==> config.mk <==
export PLATFORM = sky130hd
export DESIGN_NAME = vsr_regs
export DESIGN_NICKNAME = d
export VERILOG_FILES = /design/src/pkg/vsr_pkg.sv /design/src/hw/vsr_regs.sv
export VERILOG_INCLUDE_DIRS = /design/src /design/src/pkg
export SDC_FILE = /design/constraint.sdc
export NUM_CORES = 1
export LEC_CHECK = 0
export BUFFER_PORTS_ARGS = -buffer_cell sky130_fd_sc_hd__buf_2
export CELL_PAD_IN_SITES_DETAIL_PLACEMENT = 0
export CELL_PAD_IN_SITES_GLOBAL_PLACEMENT = 1
export CORE_MARGIN = 8
export CORE_UTILIZATION = 37
export CTS_CLUSTER_SIZE = 10
export DETAILED_ROUTE_END_ITERATION = 10
export MAX_ROUTING_LAYER = met4
export PLACE_DENSITY = 0.78
export SYNTH_ARGS = -nofsm -noshare
export SYNTH_HDL_FRONTEND = slang
export SYNTH_SLANG_ARGS = --single-unit
==> constraint.sdc <==
create_clock -name CLK_SYS -period 1.9 [get_ports CLK_SYS]
set_input_delay 0.095 -clock CLK_SYS [delete_from_list [all_inputs] [get_ports CLK_SYS]]
set_output_delay 0.095 -clock CLK_SYS [all_outputs]
set_load 0.01 [all_outputs]
==> src/pkg/vsr_params.svh <==
// Purpose: constants of the video status and sequencer register bank
// Assumes: 8-bit host I/O port bus, sequencer master clock is CLK_SYS
// Notes: reset values are plain defaults
// Overview of operation
// - Status-one bit 7 reads 1 while a vertical retrace interrupt is pending.
// - Status-one bit 4 returns the sense switch picked by the clock select.
// - Status-two retrace bit reads 1 during vertical retrace.
// - When enabled, an interrupt is raised at each vertical retrace start.
// - Status-two inactive bit is the inverted display enable, registered one cycle.
// - Host memory writes are accepted at any time in the frame.
// - Feature control and subsystem enable ports are wholly reserved.
// - Index port 0x03C4 selects the data register seen at 0x03C5.
// - Every sequencer data register is readable and writable.
// - Reset bit 1 at 0 clears and halts the sequencer synchronously.
// - Reset bit 0 at 0 clears and halts the sequencer at once.
// - Sequencer starts only when both reset bits are 1.
// - Clocking bit 5 blanks the screen and favours the host; syncs continue.
// - Serializer loads every character clock, or every fourth with bit 4.
// - Every-other-load bit 2 is ignored and treated as 0.
// - Clocking bit 3 halves the master clock to make the dot clock.
// - Clocking bit 0 selects 9-dot (0) or 8-dot (1) character clocks.
// - In 9-dot mode codes 0xC0-0xDF copy dot eight into dot nine.
// - Map mask bits 3-0 enable host writes into each plane.
// - With all planes enabled a write can store the data latches.
// - Unused bits are written 0 and read back as 0, except clocking bit 1, which reads back as 1.
// - Clock select codes 0 and 1 pick 25 or 28 MHz; others reserved.
// - Port base select places status-two at 0x03BA or 0x03DA.
`ifndef VSR_PARAMS_SVH
`define VSR_PARAMS_SVH
`define VSR_PORT_ISR0 16'h03c2
`define VSR_PORT_ENABLE 16'h03c3
`define VSR_PORT_INDEX 16'h03c4
`define VSR_PORT_DATA 16'h03c5
`define VSR_PORT_FEAT_RD 16'h03ca
`define VSR_PORT_MONO_A 16'h03ba
`define VSR_PORT_COLOR_A 16'h03da
`define VSR_IDX_RESET 3'h0
`define VSR_IDX_CLOCK 3'h1
`define VSR_IDX_MASK 3'h2
`define VSR_BIT_PENDING 7
`define VSR_BIT_SENSE 4
`define VSR_BIT_VR 3
`define VSR_BIT_DE 0
`define VSR_BIT_SYNC_N 1
`define VSR_BIT_ASYNC_N 0
`define VSR_BIT_SCREEN_OFF 5
`define VSR_BIT_FOURTH 4
`define VSR_BIT_HALVE 3
`define VSR_BIT_OTHER 2
`define VSR_BIT_ONE 1
`define VSR_BIT_EIGHT 0
`define VSR_RST_RESET 2'h3
`define VSR_RST_CLOCK 8'h00
`define VSR_RST_MASK 4'hf
`define VSR_CLOCK_WMASK 8'h3d
`define VSR_DOT_LAST8 4'h7
`define VSR_DOT_LAST9 4'h8
`define VSR_CHR_LAST 2'h3
`define VSR_LINE_GFX_LO 8'hc0
`define VSR_LINE_GFX_HI 8'hdf
`endif

==> src/pkg/vsr_pkg.sv <==
// Purpose: types of the video status and sequencer register bank
// Assumes: constants come from vsr_params.svh
// Notes: all module state is one packed struct
package vsr_pkg;
	typedef struct packed {
		logic [3:0] sw_m;
		logic [3:0] sw_s;
		logic [2:0] idx;
		logic [1:0] rst;
		logic [7:0] clk;
		logic [3:0] mask;
		logic irq;
		logic vr_d;
		logic vr;
		logic inact;
		logic [7:0] rdata;
		logic rvalid;
		logic half;
		logic [3:0] dot;
		logic [1:0] chr;
		logic run;
		logic char_en;
		logic load;
		logic ninth;
		logic blank;
		logic [3:0] pwe;
		logic src_latch;
		logic [31:0] pdata;
	} vsr_state_s;
endpackage : vsr_pkg

==> src/hw/vsr_regs.sv <==
// Purpose: status ports, sequencer index/data registers and sequencer timing
// Assumes: CLK_SYS is the sequencer master clock; timing inputs share it
// Notes: read data appears one cycle after the read strobe
`timescale 1ns/10ps
`include "vsr_params.svh"
module vsr_regs
	import vsr_pkg::*;
(
	// Clock and reset
	input wire logic CLK_SYS,
	input wire logic RST_N,
	// Host I/O port bus
	input wire logic [15:0] IO_ADDR,
	input wire logic IO_WR,
	input wire logic IO_RD,
	input wire logic [7:0] IO_WDATA,
	output logic [7:0] IO_RDATA,
	output logic IO_RVALID,
	// Miscellaneous output fields
	input wire logic [1:0] CLOCK_SEL,
	input wire logic PORT_BASE_SELECT,
	// Sense switch pins
	input wire logic [3:0] SENSE_SW,
	// CRT timing and retrace interrupt control
	input wire logic IN_VERTICAL_RETRACE,
	input wire logic DISPLAY_ENABLE,
	input wire logic RETRACE_IRQ_ENABLE,
	input wire logic RETRACE_IRQ_CLEAR,
	output logic RETRACE_IRQ_PENDING,
	// Sequencer timing
	output logic CHAR_CLK_EN,
	output logic SER_LOAD,
	output logic SEQ_RUNNING,
	output logic SCREEN_BLANK,
	output logic HOST_PRIORITY,
	// Ninth dot generation
	input wire logic [7:0] GLYPH_CODE,
	input wire logic LINE_GFX_EN,
	input wire logic DOT_EIGHT,
	output logic NINTH_DOT,
	// Host memory write path
	input wire logic MEM_WR,
	input wire logic MEM_USE_LATCH,
	input wire logic [7:0] MEM_WDATA,
	input wire logic [31:0] LATCH_DATA,
	output logic [3:0] PLANE_WE,
	output logic PLANE_SRC_LATCH,
	output logic [31:0] PLANE_WDATA
);

	vsr_state_s s_r;
	vsr_state_s s_nxt;

	logic idx_wr;
	logic data_wr;
	logic data_rd;
	logic dot_en;
	logic wrap;

	function automatic logic status_two_hit(input logic [15:0] a, input logic base);
		status_two_hit = base ? (a == `VSR_PORT_COLOR_A) : (a == `VSR_PORT_MONO_A);
	endfunction : status_two_hit

	function automatic logic sense_pick(input logic [3:0] sw, input logic [1:0] sel);
		sense_pick = sw[sel];
	endfunction : sense_pick

	assign idx_wr = IO_WR && (IO_ADDR == `VSR_PORT_INDEX);
	assign data_wr = IO_WR && (IO_ADDR == `VSR_PORT_DATA);
	assign data_rd = IO_RD && (IO_ADDR == `VSR_PORT_DATA);
	assign dot_en = s_r.run && (!s_r.clk[`VSR_BIT_HALVE] || s_r.half);
	assign wrap = dot_en && (s_r.dot == (s_r.clk[`VSR_BIT_EIGHT] ?
		`VSR_DOT_LAST8 : `VSR_DOT_LAST9));

	always_comb
	begin
		s_nxt = s_r;
		s_nxt.sw_m = SENSE_SW;
		s_nxt.sw_s = s_r.sw_m;
		s_nxt.vr_d = IN_VERTICAL_RETRACE;
		s_nxt.vr = IN_VERTICAL_RETRACE;
		s_nxt.inact = !DISPLAY_ENABLE;
		// Retrace interrupt: set wins over clear
		if (RETRACE_IRQ_CLEAR)
		begin
			s_nxt.irq = 1'b0;
		end
		if (RETRACE_IRQ_ENABLE && IN_VERTICAL_RETRACE && !s_r.vr_d)
		begin
			s_nxt.irq = 1'b1;
		end
		// Register writes; index holds until rewritten
		if (idx_wr)
		begin
			s_nxt.idx = IO_WDATA[2:0];
		end
		if (data_wr)
		begin
			unique case (s_r.idx)
				`VSR_IDX_RESET:
				begin
					s_nxt.rst = IO_WDATA[1:0];
				end
				`VSR_IDX_CLOCK:
				begin
					s_nxt.clk = IO_WDATA & `VSR_CLOCK_WMASK;
				end
				`VSR_IDX_MASK:
				begin
					s_nxt.mask = IO_WDATA[3:0];
				end
				default:
				begin
					s_nxt.rst = s_r.rst;
				end
			endcase
		end
		// Read answers; unmapped ports give no valid
		s_nxt.rvalid = 1'b0;
		s_nxt.rdata = 8'h00;
		if (IO_RD)
		begin
			if (IO_ADDR == `VSR_PORT_ISR0)
			begin
				s_nxt.rvalid = 1'b1;
				s_nxt.rdata[`VSR_BIT_PENDING] = s_r.irq;
				s_nxt.rdata[`VSR_BIT_SENSE] = sense_pick(s_r.sw_s, CLOCK_SEL);
			end
			else if (status_two_hit(IO_ADDR, PORT_BASE_SELECT))
			begin
				s_nxt.rvalid = 1'b1;
				s_nxt.rdata[`VSR_BIT_VR] = s_r.vr;
				s_nxt.rdata[`VSR_BIT_DE] = s_r.inact;
			end
			else if (IO_ADDR == `VSR_PORT_FEAT_RD || IO_ADDR == `VSR_PORT_ENABLE)
			begin
				s_nxt.rvalid = 1'b1;
			end
			else if (IO_ADDR == `VSR_PORT_INDEX)
			begin
				s_nxt.rvalid = 1'b1;
				s_nxt.rdata[2:0] = s_r.idx;
			end
			else if (data_rd)
			begin
				s_nxt.rvalid = 1'b1;
				unique case (s_r.idx)
					`VSR_IDX_RESET:
					begin
						s_nxt.rdata[1:0] = s_r.rst;
					end
					`VSR_IDX_CLOCK:
					begin
						s_nxt.rdata = s_r.clk;
						s_nxt.rdata[`VSR_BIT_ONE] = 1'b1;
					end
					`VSR_IDX_MASK:
					begin
						s_nxt.rdata[3:0] = s_r.mask;
					end
					default:
					begin
						s_nxt.rdata = 8'h00;
					end
				endcase
			end
		end
		// Sequencer dot and character timing
		s_nxt.char_en = 1'b0;
		s_nxt.load = 1'b0;
		if (s_r.run)
		begin
			s_nxt.half = !s_r.half;
		end
		if (dot_en)
		begin
			s_nxt.dot = wrap ? 4'h0 : s_r.dot + 4'h1;
		end
		if (wrap)
		begin
			s_nxt.char_en = 1'b1;
			s_nxt.chr = s_r.chr + 2'h1;
			// Bit 2 plays no part here
			s_nxt.load = s_r.clk[`VSR_BIT_FOURTH] ?
				(s_r.chr == `VSR_CHR_LAST) : 1'b1;
		end
		// Halt and restart
		if (!s_r.rst[`VSR_BIT_ASYNC_N])
		begin
			s_nxt.run = 1'b0;
		end
		else if (!s_r.rst[`VSR_BIT_SYNC_N])
		begin
			s_nxt.run = s_r.run && !wrap;
		end
		else
		begin
			s_nxt.run = 1'b1;
		end
		if (!s_nxt.run)
		begin
			s_nxt.half = 1'b0;
			s_nxt.dot = 4'h0;
			s_nxt.chr = 2'h0;
		end
		s_nxt.blank = s_r.clk[`VSR_BIT_SCREEN_OFF];
		s_nxt.ninth = !s_r.clk[`VSR_BIT_EIGHT] && LINE_GFX_EN && DOT_EIGHT &&
			GLYPH_CODE >= `VSR_LINE_GFX_LO && GLYPH_CODE <= `VSR_LINE_GFX_HI;
		// Host writes pass whatever the display is doing
		s_nxt.pwe = MEM_WR ? s_r.mask : 4'h0;
		s_nxt.src_latch = MEM_WR && MEM_USE_LATCH;
		if (MEM_WR)
		begin
			s_nxt.pdata = MEM_USE_LATCH ? LATCH_DATA : {4{MEM_WDATA}};
		end
	end

	always_ff @(posedge CLK_SYS or negedge RST_N)
	begin
		if (!RST_N)
		begin
			s_r <= '0;
			s_r.rst <= `VSR_RST_RESET;
			s_r.clk <= `VSR_RST_CLOCK;
			s_r.mask <= `VSR_RST_MASK;
		end
		else
		begin
			s_r <= s_nxt;
		end
	end

	assign IO_RDATA = s_r.rdata;
	assign IO_RVALID = s_r.rvalid;
	assign RETRACE_IRQ_PENDING = s_r.irq;
	assign CHAR_CLK_EN = s_r.char_en;
	assign SER_LOAD = s_r.load;
	assign SEQ_RUNNING = s_r.run;
	assign SCREEN_BLANK = s_r.blank;
	assign HOST_PRIORITY = s_r.blank;
	assign NINTH_DOT = s_r.ninth;
	assign PLANE_WE = s_r.pwe;
	assign PLANE_SRC_LATCH = s_r.src_latch;
	assign PLANE_WDATA = s_r.pdata;
endmodule : vsr_regs

==> results of run 1 <==
synthesized netlist by cell type, types with 2 or more instances:
library cell  instances
a21oi_1              66
a22oi_1               3
o21a_1                2
nand4_1               2
clkbuf_1              9
a22o_1                2
nor2b_1              10
and2_1                5
o21ai_0               4
nor3_1                5
ha_1                  2
and3_1                3
nand3b_1              3
buf_1                 3
nand3_1               3
dfstp_2               6
nand2_1              10
mux2_1                5
xnor2_1               4
buf_4                45
nor2_1               41
dfrtp_1              76
nand2b_1              4
nor3b_1               2
nor4_1                3
inv_1                 7
mux2i_1               2
o22ai_1               2
mux2_2                9
area by class of cell:
type                       instances  area (um2)
clock inverter                     6        91.3
sequential                        82        2060
fill                             984        5420
tap                              136         170
timing repair buffer             161         926
clock buffer                      10         128
multi-input combinational        215        1360
inverter                           7        26.3
state kept, by name, summed over array words and instances (netlist names):
| signal | count |
|---|---|
| s_nxt | 5 |
| HOST_PRIORITY | 1 |
| PLANE_WDATA | 32 |
| SEQ_RUNNING | 1 |
| PLANE_WE | 4 |
| IO_RDATA | 7 |
| SER_LOAD | 1 |
| NINTH_DOT | 1 |
| s_r | 26 |
| IO_RVALID | 1 |
| CHAR_CLK_EN | 1 |
| PLANE_SRC_LATCH | 1 |
| RETRACE_IRQ_PENDING | 1 |
where the power goes:
part           switching, W  internal, W  total [W]
combinational      0.000259     0.000209   0.000468
sequential        0.0000454      0.00183    0.00188
clock              0.000642     0.000743    0.00139
metrics by stage:
stage                     power [W]  util [%]  instances  cell area (um2)  setup WS [ns]
after floorplan             0.00219         -        361             3830          0.433
after global placement      0.00235      43.0        585             4380          0.236
after detailed placement    0.00236      43.0        585             4380          0.198
after global routing        0.00390      46.8        617             4760         0.0192
after CTS                   0.00378      46.7        617             4760          0.112
final                       0.00373      46.8        617             4760         0.0897
worst max-delay path, cell delays in order:
cell	delay, ns
dlygate4sd3_1	0.52
buf_2	0.09
nand4b_1	0.07
dlygate4sd3_1	0.58
nor3b_2	0.17
dlygate4sd3_1	0.56
cell families (layout without fill, tap and decap cells):
group                      Yosys count  after routing  synth area share [%]
muxes                               17             17                  5.23
DFF                                 82             82                  53.8
and+or+nand+nor                    103            103                  15.4
buffers and inverters               64            184                  10.7
AOI/OAI and AO/OA                   87             87                  12.9
xor gates and xnor gates             5              5                  1.14
other                                1              1                0.0980
adders and majority gates            2              2                 0.654
final timing paths:
kind,to,start,cells after the start,slack [ns]
setup / recovery,NINTH_DOT,GLYPH_CODE[7],6,0.09
hold / removal,s_r[64],IO_WDATA[2],2,0.03
setup reg to reg,s_r[43],s_r[66],5,0.26
hold reg to reg,s_r[82],s_nxt[82],0,0.36
max in group asynchronous,s_r[62],RST_N,3,0.96
min in group asynchronous,IO_RVALID,RST_N,2,0.24
routing by layer:
layer,wire length (um),up-vias
li1,-,1435
met5,0,-
met1,4400,1386
met3,708,9
met2,4440,110
met4,91,0
what timing repair did:
item / in CTS / in global routing
hold buffers: 16 / 0
resized for setup: 0 / 1
setup endpoints to repair: 0 / 1
hold endpoints to repair: 45 / 0
layout by cell type (no fill, tap or decap), types with 3 or more instances in the layout:
cell type	synthesis	routed
and2_1	5	5
nand3_1	3	3
dfstp_2	6	6
nor2b_1	10	10
a22oi_1	3	3
clkinvlp_4	0	3
clkbuf_8	0	9
xnor2_1	4	4
nor4_1	3	3
dlygate4sd3_1	0	16
mux2_2	9	9
and3_1	3	3
nand3b_1	3	3
a21oi_1	66	66
nor3_1	5	5
nand2_1	10	10
buf_2	0	134
buf_4	45	10
nand2b_1	4	4
dfrtp_1	76	76
nor2_1	41	41
mux2_1	5	5
o21ai_0	4	4
inv_1	7	7
==> out/results.txt, run 1 <==
library cells used by synthesis: 52
Setup Buffers After CTS: 0
Setup Viol. Count Final: 0
vias in the first global route: 3,346
ranking of synthesized cells by area: dfrtp_1 50%, buf_4 8.8%, a21oi_1 8.6%, dfstp_2 4.1%, nor2_1 4.0%
most area-hungry cell type in the Yosys netlist: dfrtp_1
CTS max path bufs: 2
Worst-Skew Late Latency: 0.34 ns
Inserted Clock Buffers: 9
period utilisation layout: 95.3%
layout cells sized above 1: 39.3%
Remaining DRCs: 0
syn nets: 454
CP max FO: 1
GR Util All Layers: 14.6%
Vias: 2,940
status: complete, no violations
RSZ-0062 raised after global routing: no
global route hottest layer: met2
grt ovf: 0
core footprint: 0.0102 mm2
fmax: 0.552 GHz
Layout Nets: 569
port bufs: 135
Peak VDD IR: 0.000303 V
Yosys warnings: 0
DIE AREA: 0.0139 mm2
wire per inst: 15.6 um
Power Density: 783 mW/mm2
Pleak: 2.26 nW
Post-synth EDFFs: 0
crit start category: primary input
share of the synthesized area in the top cell type: 49.7%
met1 usage: 18.2%
post-synthesis instance area: 0.00383 mm2
max cap viols: 0
critical path class: in2reg
final WL: 9650 um
Hold WS: 0.0325 ns
first-pass GRT wire length: 16,100 um
register area share after synthesis: 53.8%
ys async rst share: 100%
Max Slew Vio Count: 0
HPWL after detailed placement: 7430 um
Setup TNS: 0 ns
gpl congestion: 0.785
H-tree depth: 3
CP arrival: 2.09 ns
crit path capture type: flip-flop
clk slew on worst S/H paths: 0.08 ns
GR Util met3: 4.75%
DIE HEIGHT: 118 um
worst path required time: 2.18 ns
Top Ports: 144
FF+latch count, synth: 82
class of the worst hold path: in2reg
CTS tree: built
post-route antenna net violation count: 0
Post-synth top flop: dfrtp_1
Starting Density: 37.6%
met2 Usage GRT: 22.2%
Synth Area per Inst: 10.6 um2
CTS Root Cell: clkbuf_8
vias per inst: 4.76
DRT Pass-1 Iters: 6
crit path time final: 1.81 ns
Die Wd: 118 um
area grow syn2layout: 24.5%
antenna fix cells: 0
normalized max-slew margin: 58.6%
# rows: 37
CTS sink cnt: 82
Clock Skew: 0.00754 ns
initial antenna violation count: 0
1st-iter DRT viols: 122
Post-Synthesis Cells: 361
largest net degree at the start of global routing: 36
actual slew at the worst max-slew pin: 0.621 ns
Final Hold Vio Count: 0
No activity file was read; power rests on OpenSTA's default activity.
==> inputs of run 2 (changes only) <==
Settings changed: ABC_AREA set to 1, CORE_UTILIZATION 37 to 36, REMOVE_ABC_BUFFERS set to 1.
==> out/results.txt, run 2 <==
status: complete, no violations
core footprint: 0.0108 mm2
CTS max path bufs: 2
Hold Path Depth: 3
Post-Synthesis Cells: 473
antenna fix cells: 0
Inserted Clock Buffers: 9
GR Util All Layers: 15.4%
Power Density: 721 mW/mm2
crit start category: flip-flop
Pleak: 2.78 nW
sw power: 0.00103 W
crit path capture type: flip-flop
CTS sink cnt: 82
largest net degree at the start of global routing: 49
reg2reg end: s_r[42]
register area share after synthesis: 51.8%
Layout Nets: 712
Worst-Skew Late Latency: 0.35 ns
Final Power: 0.00374 W
first-pass GRT wire length: 17,400 um
most frequent cells in the layout: 145 x nand2_1, 134 x buf_2, 76 x dfrtp_1, 52 x nand3_1, 48 x dlygate4sd3_1
fmax: 0.664 GHz
post-route antenna net violation count: 0
CTS tree: built
Setup Viol. Count Final: 0
Worst Hold End: s_r[63]
HPWL after detailed placement: 7550 um
DIE AREA: 0.0147 mm2
clk slew on worst S/H paths: 0.09 ns
Post-synth EDFFs: 0
Post-Route Utilization: 48.1%
Starting Density: 36.8%
initial antenna violation count: 0
Resized cells post-CTS: 0
actual slew at the worst max-slew pin: 0.658 ns
Final Hold Vio Count: 0
Top Ports: 144
CP max FO: 6
Max Slew Vio Count: 0
DRT Pass-1 Iters: 4
final WL: 10,500 um
synth cell count leaders: 145 x nand2_1, 76 x dfrtp_1, 52 x nand3_1
layout cells sized above 1: 28.4%
worst path required time: 2.14 ns
port bufs: 135
grt ovf: 0
Setup TNS: 0 ns
internal power: 0.00271 W
Post-synth top flop: dfrtp_1
commonest non-fill, non-tap cell in the layout: nand2_1
DIE HEIGHT: 121 um
Remaining DRCs: 0
critical path class: reg2reg
H-tree depth: 3
normalized max-slew margin: 55.9%
combinational power share: 13.7%
vias per inst: 4.52
Hold Path Origin: IO_WDATA[1]
ranking of synthesized cells by area: dfrtp_1 48%, nand2_1 14%, buf_4 8.5%, nand3_1 6.5%, inv_1 4.3%
Sequential Power Share: 50.3%
RR Startpoint: s_r[44]
Die Wd: 121 um
cells on worst reg2reg path: 9
Clock Power Share: 36.0%
cts-stage hold buffer count: 48
library cells used by synthesis: 33
wire per inst: 13.8 um
Peak VDD IR: 0.000295 V
gpl congestion: 0.824
post-synthesis instance area: 0.00398 mm2
RSZ-0062 raised after global routing: no
FF+latch count, synth: 82
most area-hungry cell type in the Yosys netlist: dfrtp_1
vias in the first global route: 3,627
max cap viols: 0
Sw Share: 27.6%
area grow syn2layout: 30.6%
max FFs per register: 32
Clock Skew: 0.00744 ns
setup slack, reg-to-reg: 0.39 ns
1st-iter DRT viols: 160
crit path time final: 1.51 ns
Yosys warnings: 0
ys async rst share: 100%
share of the synthesized area in the top cell type: 47.8%
CTS Root Cell: clkbuf_8
count leader, synth: nand2_1
# rows: 38
Synth Area per Inst: 8.40 um2
class of the worst hold path: in2reg
Vias: 3,453
Setup Buffers After CTS: 0
CP arrival: 1.75 ns
period utilisation layout: 79.3%
FILL cells: 998
==> run 2: cell count changes after synthesis, moves of 8 or more <==
cell	delta
inv_1	+39
mux2_2	-8
nor2b_1	-10
nand3_1	+49
o21ai_1	+8
nand2_1	+135
a21oi_1	-58
==> run 2: metrics by stage <==
| stage | area [um2] | cells | setup WS, ns | hold WS, ns |
|---|---|---|---|---|
| 2_1_floorplan | 3610 | 422 | 0.632 | -0.201 |
| 3_3_place_gp | 4500 | 700 | 0.459 | 0.0786 |
| 3_5_place_dp | 4500 | 700 | 0.388 | 0.0918 |
| 4_1_cts | 5190 | 764 | 0.378 | 0.00150 |
| 5_1_grt | 5190 | 764 | 0.171 | 0.0283 |
| 6_report | 5190 | 764 | 0.393 | 0.0238 |
==> run 2: cell families after synthesis <==
logic type / after synthesis / share of synthesized area [%]
simple gates: 259 / 29.3
buf+inv: 97 / 13.4
flops: 82 / 51.8
compound gates: 29 / 4.06
fa+ha+maj: 2 / 0.629
xor+xnor: 2 / 0.441
other cells: 1 / 0.0943
mux: 1 / 0.283
==> run 2: power by group through the flow <==
stage | sequential [W] | clock (W) | combinational, W
floorplan | 0.00195 | 0 | 0.000132
global placement | 0.00191 | 0 | 0.000431
detailed placement | 0.00191 | 0 | 0.000440
CTS | 0.00188 | 0.00139 | 0.000514
global route | 0.00189 | 0.00148 | 0.000571
finish | 0.00188 | 0.00135 | 0.000513
==> run 2: area by class of cell <==
class	count	area, um2	share of cell area, %
sequential	82	2060	39.7
multi-input combinational	294	1380	26.6
timing repair buffer	186	1190	23.0
tap	140	175	3.37
inverter	46	173	3.33
clock buffer	9	124	2.39
clock inverter	7	83.8	1.61
==> run 2: worst max-delay path: stages (launching register included) <==
cell     delay, ns
dfrtp_1       0.42
nand2_1       0.07
nor2_1        0.17
nand3_1       0.09
nand2_1       0.08
nand3_1       0.19
nand2_1       0.11
nand2_1       0.06
nand2_1       0.14
nor2_1        0.07
==> run 2: per-layer routing <==
layer | global-route usage [%] | share of wire (%) | vias up
li1 | - | - | 1737
met3 | 3.72 | 6.5 | 10
met1 | 19.1 | 46 | 1579
met5 | - | 0 | -
met4 | 5.85 | 1.3 | 0
met2 | 23.6 | 47 | 127
==> run 2: worst max-delay path by stage <==
stage	from	end	slack [ns]
final	s_r[44]	s_r[42]	0.39
after global routing	s_r[44]	s_r[42]	0.17
after detailed placement	s_r[44]	s_r[43]	0.39
after floorplan	s_r[44]	s_r[42]	0.63
after global placement	s_r[44]	s_r[43]	0.46
after CTS	s_r[44]	s_r[43]	0.38
